<file path="config.mk">
export PLATFORM = sky130hd
export DESIGN_NAME = rtc_rate_trim
export DESIGN_NICKNAME = d
export VERILOG_FILES = /design/src/pkg/rtc_rate_trim_pkg.sv /design/src/rtl/rtc_rate_trim.sv /design/src/rtl/rtc_trim_decode.sv
export SDC_FILE = /design/constraint.sdc
export NUM_CORES = 1
export LEC_CHECK = 0
export BUFFER_PORTS_ARGS = -buffer_cell sky130_fd_sc_hd__buf_2
export CORE_UTILIZATION = 43
export CTS_CLUSTER_SIZE = 8
export DETAILED_ROUTE_END_ITERATION = 10
export GPL_TIMING_DRIVEN = 1
export MAX_ROUTING_LAYER = met4
export SYNTH_ARGS = -nofsm -noshare
export SYNTH_HDL_FRONTEND = slang
export SYNTH_SLANG_ARGS = --single-unit
</file>
<file path="constraint.sdc">
create_clock -name SYS_CLK_IN -period 9.2 [get_ports SYS_CLK_IN]
set_input_delay 1.84 -clock SYS_CLK_IN [delete_from_list [all_inputs] [get_ports SYS_CLK_IN]]
set_output_delay 1.84 -clock SYS_CLK_IN [all_outputs]
set_load 0.05 [all_outputs]
</file>
<file path="src/pkg/rtc_rate_trim_pkg.sv">
// Purpose: Shared constants for the rate-trim unit of the real-time clock.
// Assumes: Crystal tick arrives as a square wave at 32768 Hz.
// Notes:   Trim control register layout and correction-period constants.
package rtc_rate_trim_pkg;
	localparam int unsigned      TICK_CNT_W        = 16;
	localparam int unsigned      ADJ_W             = 9;
	localparam int unsigned      SEC_CNT_W         = 6;
	localparam int unsigned      TRIM_W            = 7;
	localparam int unsigned      REG_W             = 8;
	localparam logic [15:0]      TICKS_PER_SEC     = 16'h8000;
	localparam logic [5:0]       PERIOD_SHORT_SEC  = 6'h14;
	localparam logic [5:0]       PERIOD_LONG_SEC   = 6'h3c;
	localparam int unsigned      PERIOD_SEL_BIT    = 7;
	localparam int unsigned      TRIM_SIGN_BIT     = 6;
	localparam logic [7:0]       TRIM_REG_RESET    = 8'h00;
	localparam logic [6:0]       TRIM_NEG_NULL_LO  = 7'h40;
	localparam logic [6:0]       TRIM_NEG_NULL_HI  = 7'h41;
	localparam logic [6:0]       TRIM_POS_OFFSET   = 7'h01;
	localparam logic [7:0]       TRIM_NEG_BASE     = 8'h80;
	localparam int unsigned      TRIM_STEP_SHIFT   = 1;
endpackage

</file>
<file path="src/rtl/rtc_rate_trim.sv">
// Purpose: Digital rate trim; stretches or shrinks one second per correction period.
// Assumes: OSC_IN is the crystal square wave, asynchronous to SYS_CLK_IN.
// Notes:   Trim register written through a plain strobe from the serial port logic.
//
// Contract
// - Correct rate by counting pulses, not oscillator
// - Period select 0: correct every 20 s
// - Period select 1: correct every 60 s
// - Upper six trim bits zero disable correction
// - Seven-bit signed trim field, bits 0-6
// - Codes 0, +1, -64, -63 are neutral
// - Select 0: about 3.051 ppm per count
// - Select 1: about 1.017 ppm per count
// - Negative trim coded as 128 minus magnitude
// - Raw oscillator output is never trimmed
`timescale 1ns/10ps
module rtc_rate_trim (
	input  wire logic       SYS_CLK_IN,
	input  wire logic       RST_IN,
	input  wire logic       OSC_IN,
	input  wire logic       TRIM_WR_IN,
	input  wire logic [7:0] TRIM_WDATA_IN,
	output logic      [7:0] TRIM_RDATA_OUT,
	output logic            SEC_PULSE_OUT,
	output logic            CORR_SECOND_OUT,
	output logic            RAW_OSC_OUT
);
	logic        osc_meta_q;
	logic        osc_sync_q;
	logic        osc_prev_q;
	logic        tick;

	logic [7:0]  trim_reg_q;
	logic [7:0]  trim_reg_d;
	logic [7:0]  trim_act_q;
	logic [7:0]  trim_act_d;

	logic [15:0] tick_cnt_q;
	logic [15:0] tick_cnt_d;
	logic [5:0]  sec_cnt_q;
	logic [5:0]  sec_cnt_d;
	logic        sec_pulse_q;
	logic        raw_osc_q;

	logic [8:0]  adj_ticks;
	logic [5:0]  period_len;
	logic        corr_second;
	logic [15:0] sec_len;
	logic        sec_end;
	logic        period_end;
	logic [15:0] adj_ext;
	logic [15:0] corr_len;
	logic [15:0] last_tick;
	logic [5:0]  last_sec;
	logic [15:0] tick_next;
	logic [5:0]  sec_next;
	logic        raw_osc_d;
	logic        sec_pulse_d;

	// Only the second stage of the synchroniser is looked at
	always_ff @(posedge SYS_CLK_IN) begin
		if (RST_IN) begin
			osc_meta_q <= 1'b0;
		end else begin
			osc_meta_q <= OSC_IN;
		end
	end

	always_ff @(posedge SYS_CLK_IN) begin
		if (RST_IN) begin
			osc_sync_q <= 1'b0;
		end else begin
			osc_sync_q <= osc_meta_q;
		end
	end

	// Edge detector history resets to the idle low level, so a crystal already high at reset release still gives one tick
	always_ff @(posedge SYS_CLK_IN) begin
		if (RST_IN) begin
			osc_prev_q <= 1'b0;
		end else begin
			osc_prev_q <= osc_sync_q;
		end
	end

	assign tick = osc_sync_q & ~osc_prev_q;

	// Untrimmed clock out
	// Taken before any trim logic, so the correction can never reach this pin
	assign raw_osc_d = osc_sync_q;

	always_ff @(posedge SYS_CLK_IN) begin
		if (RST_IN) begin
			raw_osc_q <= 1'b0;
		end else begin
			raw_osc_q <= raw_osc_d;
		end
	end

	// Host keeps codes in range; out-of-range patterns are stored as written
	assign trim_reg_d = TRIM_WR_IN ? TRIM_WDATA_IN : trim_reg_q;

	always_ff @(posedge SYS_CLK_IN) begin
		if (RST_IN) begin
			trim_reg_q <= rtc_rate_trim_pkg::TRIM_REG_RESET;
		end else begin
			trim_reg_q <= trim_reg_d;
		end
	end

	assign trim_act_d = period_end ? trim_reg_q : trim_act_q;

	always_ff @(posedge SYS_CLK_IN) begin
		if (RST_IN) begin
			trim_act_q <= rtc_rate_trim_pkg::TRIM_REG_RESET;
		end else begin
			trim_act_q <= trim_act_d;
		end
	end

	// Decoding only the active copy keeps a mid-period write from bending the second in flight
	rtc_trim_decode u_decode (
		.trim_code_in  (trim_act_q[6:0]),
		.adj_ticks_out (adj_ticks)
	);

	assign period_len = trim_act_q[rtc_rate_trim_pkg::PERIOD_SEL_BIT] ?
	                    rtc_rate_trim_pkg::PERIOD_LONG_SEC : rtc_rate_trim_pkg::PERIOD_SHORT_SEC;

	// The last second of each period carries the whole correction
	assign last_sec    = period_len - 6'h01;
	assign corr_second = (sec_cnt_q == last_sec);

	// Sign-extend once so the sum stays 16 bits; a negative code shortens the second
	assign adj_ext  = {{7{adj_ticks[8]}}, adj_ticks};
	assign corr_len = rtc_rate_trim_pkg::TICKS_PER_SEC + adj_ext;

	assign sec_len   = corr_second ? corr_len : rtc_rate_trim_pkg::TICKS_PER_SEC;
	assign last_tick = sec_len - 16'h0001;

	// A second ends only on a tick, so a stopped crystal freezes the count
	assign sec_end    = tick && (tick_cnt_q == last_tick);
	assign period_end = sec_end && corr_second;

	assign tick_next   = tick_cnt_q + 16'h0001;
	assign sec_next    = sec_cnt_q + 6'h01;
	assign tick_cnt_d  = sec_end ? 16'h0000 : (tick ? tick_next : tick_cnt_q);
	assign sec_cnt_d   = period_end ? 6'h00 : (sec_end ? sec_next : sec_cnt_q);
	assign sec_pulse_d = sec_end;

	always_ff @(posedge SYS_CLK_IN) begin
		if (RST_IN) begin
			tick_cnt_q <= 16'h0000;
		end else begin
			tick_cnt_q <= tick_cnt_d;
		end
	end

	// Restarting at zero on reset aligns the first period with the release of reset
	always_ff @(posedge SYS_CLK_IN) begin
		if (RST_IN) begin
			sec_cnt_q <= 6'h00;
		end else begin
			sec_cnt_q <= sec_cnt_d;
		end
	end

	// Registered so the pulse is one clock wide and free of decode glitches
	always_ff @(posedge SYS_CLK_IN) begin
		if (RST_IN) begin
			sec_pulse_q <= 1'b0;
		end else begin
			sec_pulse_q <= sec_pulse_d;
		end
	end

	assign TRIM_RDATA_OUT  = trim_reg_q;
	assign SEC_PULSE_OUT   = sec_pulse_q;
	assign CORR_SECOND_OUT = corr_second;
	assign RAW_OSC_OUT     = raw_osc_q;
endmodule

</file>
<file path="src/rtl/rtc_trim_decode.sv">
// Purpose: Turns the 7-bit signed trim code into a signed tick adjustment.
// Assumes: Pure combinational; code comes from the active trim latch.
// Notes:   Positive result lengthens the corrected second, negative shortens it.
`timescale 1ns/10ps
module rtc_trim_decode (
	input  wire logic [6:0] trim_code_in,
	output logic      [8:0] adj_ticks_out
);
	logic        upper_zero;
	logic        neg_null;
	logic        is_neg;
	logic [6:0]  pos_steps;
	logic [7:0]  neg_steps;
	logic [8:0]  pos_adj;
	logic [8:0]  neg_adj;

	assign upper_zero = (trim_code_in[6:1] == 6'h00);
	assign neg_null   = (trim_code_in == rtc_rate_trim_pkg::TRIM_NEG_NULL_LO) ||
	                    (trim_code_in == rtc_rate_trim_pkg::TRIM_NEG_NULL_HI);
	assign is_neg     = trim_code_in[rtc_rate_trim_pkg::TRIM_SIGN_BIT];
	assign pos_steps  = trim_code_in - rtc_rate_trim_pkg::TRIM_POS_OFFSET;
	assign neg_steps  = rtc_rate_trim_pkg::TRIM_NEG_BASE - {1'b0, trim_code_in};
	// Each step is two crystal ticks, giving the stated ppm per count
	assign pos_adj    = {1'b0, pos_steps, 1'b0};
	assign neg_adj    = 9'h000 - {neg_steps, 1'b0};
	assign adj_ticks_out = (upper_zero || neg_null) ? 9'h000 :
	                       (is_neg ? neg_adj : pos_adj);
endmodule
</file>
# --- Yosys cells after proc, flatten, opt, wreduce, memory -nomap -nowiden ---
# Index checks and enable logic that the tools add are counted.
totals:
  rom_bits: 0
  reg_bits: 42
  mem_count: 0
  ramBits: 0
  latchBits: 0
classes:
  div_mod_pow: 0
  shifts: 0
  bitwise_logic: 2
  mux: 4
  n_addsub: 8
  multipliers: 0
  magnitude_cmp: 0
  n_eq_ne: 4
  reduce_logical: 7
ops:
  columns: ["cell", "count"]
  rows:
  - ["$mux W9", 2]
  - ["$add A16 B1 Y16 const B", 1]
  - ["$add A16 B16 Y16 const A", 1]
  - ["$eq A16 B16 Y1", 1]
  - ["$mux W16", 1]
  - ["$sub A16 B1 Y16 const B", 1]
  - ["$eq A7 B7 Y1 const B", 2]
  - ["$sub A1 B9 Y9 const A", 1]
  - ["$sub A8 B7 Y8 const A", 1]
  - ["$sub A7 B1 Y7 const B", 1]
  - ["$add A6 B1 Y6 const B", 1]
  - ["$eq A6 B6 Y1", 1]
  - ["$logic_not A6 Y1", 1]
  - ["$mux W6", 1]
  - ["$sub A6 B1 Y6 const B", 1]
  - ["$reduce_or A2 Y1", 2]
  - ["$logic_and A1 B1 Y1", 2]
  - ["$logic_or A1 B1 Y1", 2]
  - ["$and A1 B1 Y1", 1]
  - ["$not A1 Y1", 1]

# --- Logic depth before layout (Yosys ltp) ---
logic_depth:
  depth_word: 11
  mapped_depth: 19
  mapped_depth_nobuf: 16

# --- Modules after synthesis ---
# Synthesis repeated with hierarchy kept, for this count alone.
hier_totals:
  cells_unflattened: 349
  hier_area_um2: 2808.9
modules_own_cells:
  columns: ["module", "cells_per_inst", "instances", "area_each_um2"]
  rows:
  - ["rtc_rate_trim", 283, 1, 2359.8]
  - ["rtc_trim_decode", 66, 1, 449.2]

# --- Least setup slack after synthesis ---
# No wires, ideal clock.
synth_path:
  kind: "register to register"
  from: "register trim_act_q[0]"
  to: "register trim_act_q[4]"
  setup_slack_ns: 5.231
  stages_incl_launch_ff: 20
  setup_time_ns: 0.072
  t_arrival_ns: 3.897
  path_buffers: 3
  synth_period_minus_slack_ns: 3.969
  required_ns: 9.128
  path_cell_list: "dfxtp_1 > buf_2 > inv_1 > ha_1 > buf_2 > o21a_1 > o21a_1 > nor2_1 > nand3_1 > ha_1 > xnor2_1 > xnor3_1 > o21ai_0 > a31o_2 > o2111a_1 > o211ai_1 > a211o_1 > buf_6 > nor4_4 > mux2i_1"
synth_between:
  elab_chain_len: 10
  elab_cells_between_ends: 15
synth_rtl:
  columns: ["item", "line", "text"]
  rows:
  - ["start, declared", "rtc_rate_trim.sv:35", "logic [7:0] trim_act_q;"]
  - ["start signal, assigned", "rtc_rate_trim.sv:115", "trim_act_q <= rtc_rate_trim_pkg::TRIM_REG_RESET;"]
  - ["start signal, assigned", "rtc_rate_trim.sv:117", "trim_act_q <= trim_act_d;"]
  - ["$sub A8 B7 Y8, or another cell as far along", "rtc_trim_decode.sv:22", "assign neg_steps = rtc_rate_trim_pkg::TRIM_NEG_BASE - {1'b0, trim_code_in};"]
  - ["$sub A1 B9 Y9 / $logic_or A1 B1 Y1 (equally long branches)", "rtc_trim_decode.sv:25, rtc_trim_decode.sv:18", null]
  - ["$mux W9 / $logic_or A1 B1 Y1 (equally long branches)", "rtc_trim_decode.sv:27, rtc_trim_decode.sv:26", null]
  - ["$mux W9 *", "rtc_trim_decode.sv:26", "assign adj_ticks_out = (upper_zero || neg_null) ? 9'h000 :"]
  - ["$add A16 B16 Y16 *", "rtc_rate_trim.sv:136", "assign corr_len = rtc_rate_trim_pkg::TICKS_PER_SEC + adj_ext;"]
  - ["$mux W16 *", "rtc_rate_trim.sv:138", "assign sec_len = corr_second ? corr_len : rtc_rate_trim_pkg::TICKS_PER_SEC;"]
  - ["$sub A16 B1 Y16 *", "rtc_rate_trim.sv:139", "assign last_tick = sec_len - 16'h0001;"]
  - ["$eq A16 B16 Y1 *", "rtc_rate_trim.sv:142", "assign sec_end = tick && (tick_cnt_q == last_tick);"]
  - ["$logic_and A1 B1 Y1 *", "rtc_rate_trim.sv:142", null]
  - ["$logic_and A1 B1 Y1 *", "rtc_rate_trim.sv:143", "assign period_end = sec_end && corr_second;"]
# Every way passes the cells marked *; elsewhere a longest branch is shown, timed or not.
# A chain may end at the register's enable or synchronous reset.

# --- Worst setup path in the final report ---
layout_path:
  from: "register trim_act_q[0]"
  to: "register tick_cnt_q[8]"
layout_between:
  elab_chain_len: 10
  elab_cells_between_ends: 15
layout_rtl:
  columns: ["item", "line", "text"]
  rows:
  - ["$sub A8 B7 Y8, or another cell as far along", "rtc_trim_decode.sv:22", null]
  - ["$sub A1 B9 Y9 / $logic_or A1 B1 Y1 (equally long branches)", "rtc_trim_decode.sv:25, rtc_trim_decode.sv:18", null]
  - ["$mux W9 / $logic_or A1 B1 Y1 (equally long branches)", "rtc_trim_decode.sv:27, rtc_trim_decode.sv:26", null]
  - ["$mux W9 *", "rtc_trim_decode.sv:26", null]
  - ["$add A16 B16 Y16 *", "rtc_rate_trim.sv:136", null]
  - ["$mux W16 *", "rtc_rate_trim.sv:138", null]
  - ["$sub A16 B1 Y16 *", "rtc_rate_trim.sv:139", null]
  - ["$eq A16 B16 Y1 *", "rtc_rate_trim.sv:142", null]
  - ["$logic_and A1 B1 Y1 *", "rtc_rate_trim.sv:142", null]
  - ["$reduce_or A2 Y1 (no source line) *", null, null]
  - ["end signal, assigned", "rtc_rate_trim.sv:155", "tick_cnt_q <= tick_cnt_d;"]
  - ["end, declared", "rtc_rate_trim.sv:38", "logic [15:0] tick_cnt_q;"]
# Marks and branches as above.

==> flow_summary_export.csv <==
group,metric,value,unit
routing,drtIter0Drc,147,
setup_path,r2r-end,"tick_cnt_q[8]$_SDFFE_PP0P_",
floorplanning,die_h,83.7,um
setup_path,critPathMaxFanout,16,
clocking,cts_buffer_depth,2,
pwr,irDropWorstVdd,0.0000968,V
global_routing,antenna_found_initial,0,
logic_synthesis,syn_nets,364,
timing,finalSetupTns,0,ns
timing,skew,0.00585,ns
place,port-buffer-count,22,
clocking,path_clk_slew,0.08,ns
place,place_area,2970,um2
clocking,cts_root_buf,"clkbuf_8",
worst_hold_path,holdCritStartpoint,"osc_meta_q$_SDFF_PP0_",
clocking,clkSinkCount,42,
floorplanning,ioPinCount,23,
outcome,status,"finished clean",
global_routing,grt_pass1_wl,11.6,mm
pwr,swShare,0.227,
layout,nNetsFinal,372,
setup_path,cp.required,9.39,ns
setup_path,start_kind,"register",
layout,final_cell_mix,"42 x dfxtp_1, 26 x nand2_1, 23 x nor2_1",
timing,worstMarginPinSlew,0.940,ns
logic_synthesis,yosys_warnings,0,
logic_synthesis,ys.flop_type,"dfxtp_1",
timing,hold_viol_final,0,
pwr,p_leak,0.00120,uW
logic_synthesis,ys_seq_area_frac,0.293,
routing,detail-route-antenna-nets,0,
pwr,power_switching,79.7,uW
logic_synthesis,synth_area_leaders,"dfxtp_1 29%, xnor2_1 4.6%, mux2i_1 3.8%, and2_1 3.7%, nand2_1 3.4%",
clocking,cts_tree,"done",
routing,wirelength,6.71,mm
clocking,clk-insertion-delay-late,0.30,ns
global_routing,grt_usage,0.209,
timing,fmax,200,MHz
layout,drive_gt1_frac,0.129,
pwr,p_seq_frac,0.532,
layout,post-route-cell-area,3080,um2
clocking,cts_buffers,5,
worst_hold_path,hold_class,"reg -> reg",
layout,fin_cells,433,
worst_hold_path,whs_endpoint,"osc_sync_q$_SDFF_PP0_",
timing,drv_slew,0,
setup_path,r2r_start,"trim_act_q[0]$_SDFFE_PP0P_",
timing,max-slew-margin-rel,0.372,
place,hpwlAfterDp,5.02,mm
setup_path,critPathBufInv,1,
floorplanning,num_rows,29,
routing,drt-wirelength-per-cell,15.5,um
global_routing,grt.overflow.total,0,
setup_path,crit_family,"simple AND/OR/NAND/NOR gates",
clocking,ctsResizeCount,0,
logic_synthesis,synth.avg_cell_area,8.28,um2
pwr,power.density,114,nW/um2
layout,n_antenna_cell,0,
layout,synthToLayoutAreaGrowth,7.27,%
clocking,cts_setup_buffers,0,
timing,setup_viol,0,
timing,post-route-period-util,0.543,
floorplanning,die_area,7010,um2
logic_synthesis,synth_top_area_cell,"dfxtp_1",
logic_synthesis,synthArstFlopShare,0,
setup_path,cp.arrival,5.18,ns
setup_path,slowest_stage,"nor4b_4",
flow_run,cap_violations,0,
layout,regArea,841,um2
setup_path,rrSetupSlack,4.21,ns
layout,layout_commonest_cell,"dfxtp_1",
setup_path,critPathMaxStageDelay,0.67,ns
layout,fill_cells,624,
pwr,pwr-share-clk,0.407,
clocking,ctsHoldBuffers,0,
floorplanning,chipWidth,83.7,um
logic_synthesis,synth_seq_cells,42,
pwr,p_comb_frac,0.060,
place,place.gp.congestion,0.915,
floorplanning,core_area,6390,um2
logic_synthesis,synth_cells,347,
global_routing,grt_pass1_vias,2406,
place,post-place-cells,425,
setup_path,cp-end-kind,"register",
routing,avgViaCountPerCell,5.91,
logic_synthesis,synth_edf_count,0,
timing,fin_hold_ws,0.456,ns
logic_synthesis,synth_cell_types,75,
pwr,p_int,271,uW
routing,first_pass_iters,4,
setup_path,reg2reg_depth,16,
timing,layout_min_cycle_time,4.99,ns
setup_path,path_cells,"inv_1 > ha_1 > o21a_1 > o21a_1 > nor2_1 > nand3_1 > ha_1 > xnor2_1 > xnor3_1 > o21ai_0 > a31o_2 > o2111a_1 > nand2_1 > nor4b_4 > a21oi_2 > and2_1",
layout,multi_input_area,1880,um2
clocking,cts_htree_levels,2,
logic_synthesis,synth_area,2870,um2
timing,rsz0062_at_grt,"no",
setup_path,path_class,"reg -> reg",
floorplanning,start_util,0.450,
routing,drc,0,
worst_hold_path,whs_path_depth,1,
setup_path,worst-path-stages,16,
logic_synthesis,synth_top_area_frac,0.293,
layout,fin_util,0.483,
global_routing,grt_max_degree,28,
routing,vias,2561,
[kinds of logic (layout without fill, tap and decap cells)]
| logic type | after synthesis | count (layout) | share of synthesized area |
|---|---|---|---|
| adder cells (fa/ha/maj) | 5 | 5 | 0.0218 |
| multiplexers | 12 | 12 | 0.0422 |
| buffers and inverters | 33 | 42 | 0.0527 |
| XOR/XNOR | 24 | 24 | 0.0806 |
| AO/OA/AOI/OAI | 75 | 75 | 0.194 |
| flip-flops | 42 | 42 | 0.293 |
| AND/OR/NAND/NOR | 156 | 156 | 0.316 |
[power by group through the flow]
stage / logic (uW) / clock network (uW) / registers (uW)
after floorplan: 8.31 / 0 / 198
after CTS: 21.4 / 147 / 187
after detailed placement: 21.3 / 0 / 191
final: 21.1 / 143 / 187
after global routing: 22.8 / 154 / 187
after global placement: 21.2 / 0 / 191
[through the flow]
step	power (uW)	worst slack (ns)
after floorplan	206	5.23
after global placement	212	4.36
after detailed placement	212	4.21
after CTS	355	4.18
after global routing	364	3.67
final	351	4.21
[cells in the mapped netlist (7+ instances only)]
cell type	number
nor2b_1	13
o21ai_0	9
nand3_1	16
inv_1	11
and3_1	8
xnor2_1	15
xor2_1	7
o31ai_1	10
mux2i_1	11
a21oi_1	10
nor2_1	23
dfxtp_1	42
and2_1	17
nand4_1	15
nand2_1	26
clkbuf_1	11
buf_2	7
[worst max path at each step]
stage	start	to	slack [ns]
5_1_grt	trim_act_q[0]$_SDFFE_PP0P_	tick_cnt_q[14]$_SDFFE_PP0P_	3.67
3_5_place_dp	trim_act_q[0]$_SDFFE_PP0P_	tick_cnt_q[8]$_SDFFE_PP0P_	4.21
2_1_floorplan	trim_act_q[0]$_SDFFE_PP0P_	trim_act_q[4]$_SDFFE_PP0P_	5.23
6_report	trim_act_q[0]$_SDFFE_PP0P_	tick_cnt_q[8]$_SDFFE_PP0P_	4.21
3_3_place_gp	trim_act_q[0]$_SDFFE_PP0P_	tick_cnt_q[4]$_SDFFE_PP0P_	4.36
4_1_cts	trim_act_q[0]$_SDFFE_PP0P_	tick_cnt_q[8]$_SDFFE_PP0P_	4.18
[metal layers]
| layer | up-vias | GRT usage | wire (um) |
|---|---|---|---|
| met5 | - | - | 0 |
| met4 | 0 | 0.0971 | 178 |
| met3 | 12 | 0.0317 | 245 |
| met2 | 64 | 0.307 | 2860 |
| met1 | 1190 | 0.283 | 3430 |
| li1 | 1295 | - | - |
[final cells by class]
type	count	share of cell area
Timing Repair Buffer	22	0.0357
Multi-Input combinational cell	272	0.610
Clock buffer	5	0.0223
Clock inverter	3	0.0130
Inverter	12	0.0146
Sequential cell	42	0.273
Tap cell	77	0.0313
[state kept, by name, indices dropped and copies added (netlist names)]
signal and cells:
sec_cnt_q 6, RAW_OSC_OUT 1, SEC_PULSE_OUT 1, tick_cnt_q 16, osc_sync_q 1, TRIM_RDATA_OUT 8
osc_meta_q 1, trim_act_q 8
No activity file was read; power rests on OpenSTA's default activity.
